==> config.mk <==
export PLATFORM = sky130hd
export DESIGN_NAME = udc_counter
export DESIGN_NICKNAME = d
export VERILOG_FILES = /design/src/common/udc_pkg.sv /design/src/verilog/udc_counter.sv
export SDC_FILE = /design/constraint.sdc
export NUM_CORES = 1
export LEC_CHECK = 0
export BUFFER_PORTS_ARGS = -buffer_cell sky130_fd_sc_hd__clkbuf_2
export CAP_MARGIN = 0
export CORE_ASPECT_RATIO = 0.8
export CORE_MARGIN = 3
export CORE_UTILIZATION = 43
export DETAILED_ROUTE_END_ITERATION = 10
export PLACE_DENSITY = 0.72
export REMOVE_ABC_BUFFERS = 1
export SETUP_SLACK_MARGIN = 0.1
export SYNTH_ARGS = -nofsm -noshare
export SYNTH_HDL_FRONTEND = slang
export SYNTH_SLANG_ARGS = --single-unit
==> constraint.sdc <==
create_clock -name aclk -period 4.9 [get_ports aclk]
set_input_delay 0.98 -clock aclk [delete_from_list [all_inputs] [get_ports aclk]]
set_output_delay 0.98 -clock aclk [all_outputs]
set_load 0.01 [all_outputs]
==> src/common/udc_pkg.sv <==
// udc_pkg: constants, register map and carrier structs of the 4-bit up/down counter.
// assumes an AXI4-Lite master with 8-bit byte addresses and 32-bit data.
package udc_pkg;

  // --------------------------------------------------------------
  // counter geometry
  // --------------------------------------------------------------
  localparam int CNT_W = 4;
  localparam logic [3:0] CNT_MAX = 4'hf;
  localparam logic [3:0] CNT_MIN = 4'h0;
  localparam logic [3:0] CNT_ONE = 4'h1;
  localparam logic [3:0] CNT_RST = 4'h0;

  // --------------------------------------------------------------
  // register map, byte addresses
  // --------------------------------------------------------------
  localparam int ADDR_W = 8;
  localparam logic [7:0] ADDR_CTRL = 8'h00;
  localparam logic [7:0] ADDR_STATUS = 8'h04;
  localparam int CTRL_HOLD_BIT = 0;
  localparam int CTRL_LOAD_BIT = 1;
  localparam int CTRL_VAL_LSB = 4;
  localparam int ST_TERM_BIT = 4;
  localparam int ST_RIPPLE_BIT = 5;
  localparam int ST_DIR_BIT = 6;
  localparam int ST_CEN_BIT = 7;
  localparam int ST_HOLD_BIT = 8;
  localparam logic [1:0] RESP_OKAY = 2'h0;
  localparam logic [1:0] RESP_SLVERR = 2'h2;

  // --------------------------------------------------------------
  // carriers
  // --------------------------------------------------------------
  typedef struct packed {
    logic [7:0] awaddr;
    logic awvalid;
    logic [31:0] wdata;
    logic [3:0] wstrb;
    logic wvalid;
    logic bready;
    logic [7:0] araddr;
    logic arvalid;
    logic rready;
  } udc_axil_req_s;

  typedef struct packed {
    logic awready;
    logic wready;
    logic [1:0] bresp;
    logic bvalid;
    logic arready;
    logic [31:0] rdata;
    logic [1:0] rresp;
    logic rvalid;
  } udc_axil_rsp_s;

  typedef struct packed {
    logic count_clk;
    logic count_enable_n;
    logic direction;
    logic load_n;
    logic [3:0] load_data;
  } udc_pins_s;

  typedef struct packed {
    logic [3:0] count;
    logic max_min;
    logic ripple_strobe_n;
  } udc_out_s;

endpackage

==> src/verilog/udc_counter.sv <==
// udc_counter: 4-bit synchronous up/down counter with preset, terminal flag and ripple strobe,
// plus an AXI4-Lite slave for software hold, software preset and status.
// assumes all pin inputs are asynchronous to aclk; aclk far faster than the count clock pin.
//
// Function
// - the four count bits are one register that changes as a whole on one edge.
// - the count moves only on a rising count clock edge while count enable is low.
// - with count enable high the count stays put across count clock edges.
// - direction low counts up and direction high counts down.
// - enable and direction take effect only when sampled at a count clock edge; here only for the count, as the flag and strobe follow them at once.
// - a low load pin forces the count to the parallel data, whatever the count clock does.
// - counting up from 15 gives 0.
// - counting down from 0 gives 15.
// - the terminal flag is high while the count is 0 counting down or 15 counting up.
// - the ripple strobe goes low on the same terminal state, only while the count clock and count enable are both low.
//
// Decided for this implementation: the register offsets and the AXI4-Lite slave port.
`timescale 1ns/1ps

module udc_counter (
  input wire logic aclk,
  input wire logic aresetn,
  input wire logic ce,
  input wire udc_pkg::udc_pins_s pins,
  input wire udc_pkg::udc_axil_req_s axi_req,
  output udc_pkg::udc_axil_rsp_s axi_rsp,
  output udc_pkg::udc_out_s cnt_out
);
  import udc_pkg::*;

  // --------------------------------------------------------------
  // state
  // --------------------------------------------------------------
  typedef struct packed {
    udc_pins_s sync1;
    udc_pins_s sync2;
    logic clk_prev;
    logic [3:0] count;
    logic hold;
    logic aw_done;
    logic w_done;
    logic [7:0] waddr;
    logic [31:0] wdata;
    logic [3:0] wstrb;
    udc_axil_rsp_s rsp;
    udc_out_s out;
  } udc_state_s;

  localparam udc_state_s ST_RST = '{
    sync1: '{count_clk: 1'b0, count_enable_n: 1'b1, direction: 1'b0, load_n: 1'b1, load_data: CNT_RST},
    sync2: '{count_clk: 1'b0, count_enable_n: 1'b1, direction: 1'b0, load_n: 1'b1, load_data: CNT_RST},
    clk_prev: 1'b0,
    count: CNT_RST,
    hold: 1'b0,
    aw_done: 1'b0,
    w_done: 1'b0,
    waddr: 8'h00,
    wdata: 32'h0000_0000,
    wstrb: 4'h0,
    rsp: '{awready: 1'b1, wready: 1'b1, bresp: RESP_OKAY, bvalid: 1'b0,
           arready: 1'b1, rdata: 32'h0000_0000, rresp: RESP_OKAY, rvalid: 1'b0},
    out: '{count: CNT_RST, max_min: 1'b0, ripple_strobe_n: 1'b1}
  };

  udc_state_s st_r;
  udc_state_s st_nxt;

  // --------------------------------------------------------------
  // helpers
  // --------------------------------------------------------------
  function automatic logic term_hit(input logic [3:0] c, input logic down);
    term_hit = down ? (c == CNT_MIN) : (c == CNT_MAX);
  endfunction

  function automatic logic [31:0] status_word(input udc_state_s s);
    logic [31:0] w;
    w = 32'h0000_0000;
    w[CNT_W-1:0] = s.out.count;
    w[ST_TERM_BIT] = s.out.max_min;
    w[ST_RIPPLE_BIT] = s.out.ripple_strobe_n;
    w[ST_DIR_BIT] = s.sync2.direction;
    w[ST_CEN_BIT] = s.sync2.count_enable_n;
    w[ST_HOLD_BIT] = s.hold;
    status_word = w;
  endfunction

  // --------------------------------------------------------------
  // next state
  // --------------------------------------------------------------
  always_comb begin
    logic cnt_edge;
    logic term;
    logic [31:0] ctrl_word;
    cnt_edge = 1'b0;
    term = 1'b0;
    ctrl_word = 32'h0000_0000;
    st_nxt = st_r;

    // two-stage pin synchroniser; only stage two is looked at
    st_nxt.sync1 = pins;
    st_nxt.sync2 = st_r.sync1;
    st_nxt.clk_prev = st_r.sync2.count_clk;
    cnt_edge = st_r.sync2.count_clk && !st_r.clk_prev;

    // enable and direction are taken as they stand at the detected edge
    if (cnt_edge && !st_r.sync2.count_enable_n && !st_r.hold) begin
      if (st_r.sync2.direction) begin
        st_nxt.count = st_r.count - CNT_ONE;
      end else begin
        st_nxt.count = st_r.count + CNT_ONE;
      end
    end

    // write channel: address and data taken in either order
    if (axi_req.awvalid && st_r.rsp.awready) begin
      st_nxt.aw_done = 1'b1;
      st_nxt.waddr = axi_req.awaddr;
    end
    if (axi_req.wvalid && st_r.rsp.wready) begin
      st_nxt.w_done = 1'b1;
      st_nxt.wdata = axi_req.wdata;
      st_nxt.wstrb = axi_req.wstrb;
    end
    if (st_r.rsp.bvalid && axi_req.bready) begin
      st_nxt.rsp.bvalid = 1'b0;
    end
    if (st_nxt.aw_done && st_nxt.w_done && !st_nxt.rsp.bvalid) begin
      st_nxt.aw_done = 1'b0;
      st_nxt.w_done = 1'b0;
      st_nxt.rsp.bvalid = 1'b1;
      st_nxt.rsp.bresp = RESP_OKAY;
      if (st_nxt.waddr[7:2] == ADDR_CTRL[7:2]) begin
        ctrl_word = st_nxt.wdata;
        if (st_nxt.wstrb[0]) begin
          st_nxt.hold = ctrl_word[CTRL_HOLD_BIT];
          // software preset overrides a count edge in the same cycle
          if (ctrl_word[CTRL_LOAD_BIT]) begin
            st_nxt.count = ctrl_word[CTRL_VAL_LSB +: CNT_W];
          end
        end
      end else if (st_nxt.waddr[7:2] == ADDR_STATUS[7:2]) begin
        // status is read-only; write is accepted and dropped
        st_nxt.rsp.bresp = RESP_OKAY;
      end else begin
        st_nxt.rsp.bresp = RESP_SLVERR;
      end
    end
    st_nxt.rsp.awready = !st_nxt.aw_done && !st_nxt.rsp.bvalid;
    st_nxt.rsp.wready = !st_nxt.w_done && !st_nxt.rsp.bvalid;

    // read channel
    if (st_r.rsp.rvalid && axi_req.rready) begin
      st_nxt.rsp.rvalid = 1'b0;
    end
    if (axi_req.arvalid && st_r.rsp.arready) begin
      st_nxt.rsp.rvalid = 1'b1;
      st_nxt.rsp.rresp = RESP_OKAY;
      if (axi_req.araddr[7:2] == ADDR_CTRL[7:2]) begin
        st_nxt.rsp.rdata = 32'h0000_0000;
        st_nxt.rsp.rdata[CTRL_HOLD_BIT] = st_r.hold;
      end else if (axi_req.araddr[7:2] == ADDR_STATUS[7:2]) begin
        st_nxt.rsp.rdata = status_word(st_r);
      end else begin
        st_nxt.rsp.rdata = 32'h0000_0000;
        st_nxt.rsp.rresp = RESP_SLVERR;
      end
    end
    st_nxt.rsp.arready = !st_nxt.rsp.rvalid;

    // the load pin is a level: it beats counting and software preset every cycle
    if (!st_r.sync2.load_n) begin
      st_nxt.count = st_r.sync2.load_data;
    end

    // outputs follow the count being stored, so flag and strobe never lag it
    term = term_hit(st_nxt.count, st_r.sync2.direction);
    st_nxt.out.count = st_nxt.count;
    st_nxt.out.max_min = term;
    st_nxt.out.ripple_strobe_n = !(term && !st_r.sync2.count_clk
                                   && !st_r.sync2.count_enable_n);
  end

  // --------------------------------------------------------------
  // registers
  // --------------------------------------------------------------
  always_ff @(posedge aclk) begin
    if (!aresetn) begin
      st_r <= ST_RST;
    end else if (ce) begin
      st_r <= st_nxt;
    end
  end

  assign axi_rsp = st_r.rsp;
  assign cnt_out = st_r.out;

endmodule
==> results.md <==
- GR Util met3: 3.93%
- Initial antenna violation count: 0
- Unrepaired setup endpoints after global routing: false
- Async SR Flop Fraction: 0%
- Via-to-Cell Ratio: 4.86
- Syn Std Cell Area: 2890 um^2
- Hold Crit Class: reg -> reg
- Biggest area consumer among synthesized cells: dfxtp_1
- FILL cells: 652
- Post-DP HPWL: 4000 um
- Final hold violations: 0
- Clock share of power: 33.8%
- Layout cell share with drive strength beyond 1: 20.8%
- Area contributors post-synth: dfxtp_1, mux2i_1, buf_4, nor2b_1, nand2_1
- Hold endpoint: st_r[92]
- CTS Hold Bufs: 0
- Most used routing layer: met2
- Crit path max-delay family: compound AO/OA/AOI/OAI gates
- Period utilization: 66.1%
- Root Buffer: clkbuf_8
- DR iter-0 viols: 105
- Finish-stage setup viols: 0
- Share of the synthesized area in the top cell type: 38.0%
- CTS buffer count: 5
- WL per Instance: 12.7 um
- FF+latch count, synth: 55
- Area delta synth->final: 5.75%
- Startpoint types: input port
- CP required: 5.10 ns
- Die width: 97.7 um
- Starting density of the core: 44.9%
- Slew Viols, Final: 0
- Via count: 2,072
- CP max FO: 9
- First-pass GRT wire length: 9070 um
- Sw frac: 24.6%
- Overflow after GRT: 0
- Top post-synthesis cells by count: dfxtp_1, buf_4, mux2i_1, nor2b_1, nand2_1
- Reg2reg setup slack: 2.00 ns
- Synth Warn #: 0
- Die ar.: 7760 um^2
- PostCTS Resize Cnt: 0
- H-tree Lvls: 2
- Hold Path Depth: 2
- Worst Skew: 0.0104 ns
- Pin count of the biggest net entering global routing: 55
- Synthesized area per cell: 9.19 um^2
- Routed Antenna Nets: 0
- Die height: 79.4 um
- Slowest-stage cell, CP: a211o_1
- Final Util: 47.5%
- CP peak stage delay: 0.42 ns
- Most common cell on crit path: a211o_1
- Worst path arrival time: 3.44 ns
- Int Pwr: 685 uW
- FMAX: 0.309 GHz
- R2r endpoint: cnt_out[0]
- Least-Margin Pin Slew: 1.15 ns
- GRT Overall Usage: 14.3%
- Max IR drop VDD: 0.000108 V
- NetSw: 223 uW
- Nets: 412
- Post-CTS setup buffer count: 0
- DRC: 0
- Critical setup path kind: in -> reg
- Most numerous cell in the Yosys netlist: dfxtp_1
- CP endpoint kind: register
- GP Congestion: 0.724
- Pwr Density: 297 nW/um^2
- Port bufs: 56
- Lkg Pwr: 0.00143 uW
- Clock buffer depth: 2
- Worst-path clk slew: 0.10 ns
- Reg2Reg Depth: 7
- DRT Pass-1 Iters: 4
- Worst-Skew Late Latency: 0.31 ns
- Post-Synthesis Cells: 315
- Synth Flop Type: dfxtp_1
- # diodes: 0
- Sink Count: 55
- Synth unique cells: 46
- Met1 Usage GRT: 18.4%
- Relative slew margins: 22.5%
- Max cap viols: 0
- Cell row count: 26
- Worst Hold Launch: st_r[92]
- Core Region: 6440 um^2
- Number of global-route vias before repair: 1,967
- Drt total wl: 5410 um
- I/O pin count: 115
- Final TNS setup: 0 ns
- Seq/Total Area, Yosys: 38.0%
- Reg-to-Reg Start: axi_rsp[39]
- Worst-path cell chain: clkbuf_2, and2_1, o22ai_1, a211o_1, o31a_1, a211o_1, or4_4, a31o_1
- Buffers & Inverters on Critical Path: 1
- Number of synthesized flops with an enable pin: 0
- Reg power frac: 52.9%
- Status: finished, final reports clean
- Comb pwr share: 13.3%
- Global-route track usage on met2: 23.2%
- CTS tree: yes
- Fin crit period: 3.24 ns
==> metal layers <==
| layer | share of wire, % | routed length [um] | vias to the layer above |
|---|---|---|---|
| met5 | 0 | 0 | - |
| met4 | 1.2 | 65 | 0 |
| met3 | 6.4 | 348 | 5 |
| met2 | 44 | 2400 | 54 |
| met1 | 48 | 2590 | 955 |
| li1 | - | - | 1058 |
==> registers in the layout (all words and copies together) (netlist names) <==
name and cells:
axi_rsp 16, st_nxt 9, st_r 24, cnt_out 6
==> cell usage in the layout (no fill, tap or decap), types with 4 or more instances in the layout <==
cell type and count:
inv_1 9, conb_1 25, nand2_1 28, clkbuf_2 56
a31oi_1 4, a22oi_1 10, clkbuf_8 6, and2_1 5
o211a_1 4, dfxtp_1 55, nor2_1 5, nand3_1 6
mux2i_1 36, nor2b_1 36, o21ai_0 11
==> worst register-to-register path, stage by stage, from the launching register on <==
cell	delay, ns
dfxtp_1	0.41
and2_1	0.42
o22ai_1	0.27
a211o_1	0.42
o31a_1	0.34
a211o_1	0.30
or4_4	0.42
a31o_1	0.21
==> worst max path at each step <==
stage | start | end | slack [ns] | depth (start not counted)
floorplan | axi_req[48] | cnt_out[0] | 1.60 | 7
detailed placement | axi_req[11] | cnt_out[0] | 1.38 | 8
finish | axi_req[11] | cnt_out[0] | 1.66 | 8
CTS | axi_req[11] | cnt_out[0] | 1.68 | 8
global route | axi_req[11] | cnt_out[0] | 1.55 | 8
global placement | axi_req[48] | cnt_out[0] | 1.39 | 8
==> logic make-up after synthesis <==
logic type / after synthesis / share of synthesized area [%]
other: 1 / 0.130
flip-flops: 55 / 38.0
XOR/XNOR: 3 / 0.908
AO/OA/AOI/OAI: 48 / 11.8
multiplexers: 38 / 13.2
buffers and inverters: 71 / 16.2
AND/OR/NAND/NOR: 96 / 18.2
adder cells (fa/ha/maj): 3 / 1.56
==> final cells by class <==
type	instances	area, um^2	area share (%)
Clock buffer	6	82.6	2.70
Timing Repair Buffer	57	288	9.40
Multi-Input combinational cell	213	1420	46.2
Inverter	9	33.8	1.10
Tap cell	84	105	3.43
Sequential cell	55	1100	36.0
Clock inverter	2	35.0	1.14
==> power groups by stage <==
stage / Combinational (uW) / Sequential (uW) / Clock [uW]
floorplan: 73.2 / 490 / 0
global placement: 119 / 490 / 0
detailed placement: 121 / 491 / 0
CTS: 122 / 481 / 314
global route: 136 / 484 / 330
finish: 121 / 480 / 307
==> metrics by stage <==
step                      hold slack (ns)  area (um^2)  worst slack (ns)  power, uW  instances
after CTS                           0.465         3060              1.68        916        426
final                               0.462         3060              1.66        908        426
after floorplan                     0.436         2550              1.60        564        277
after global routing                0.492         3060              1.55        950        426
after global placement              0.445         2940              1.39        609        418
after detailed placement            0.450         2940              1.38        612        418
Note: power is estimated with default switching activity, not from simulation.
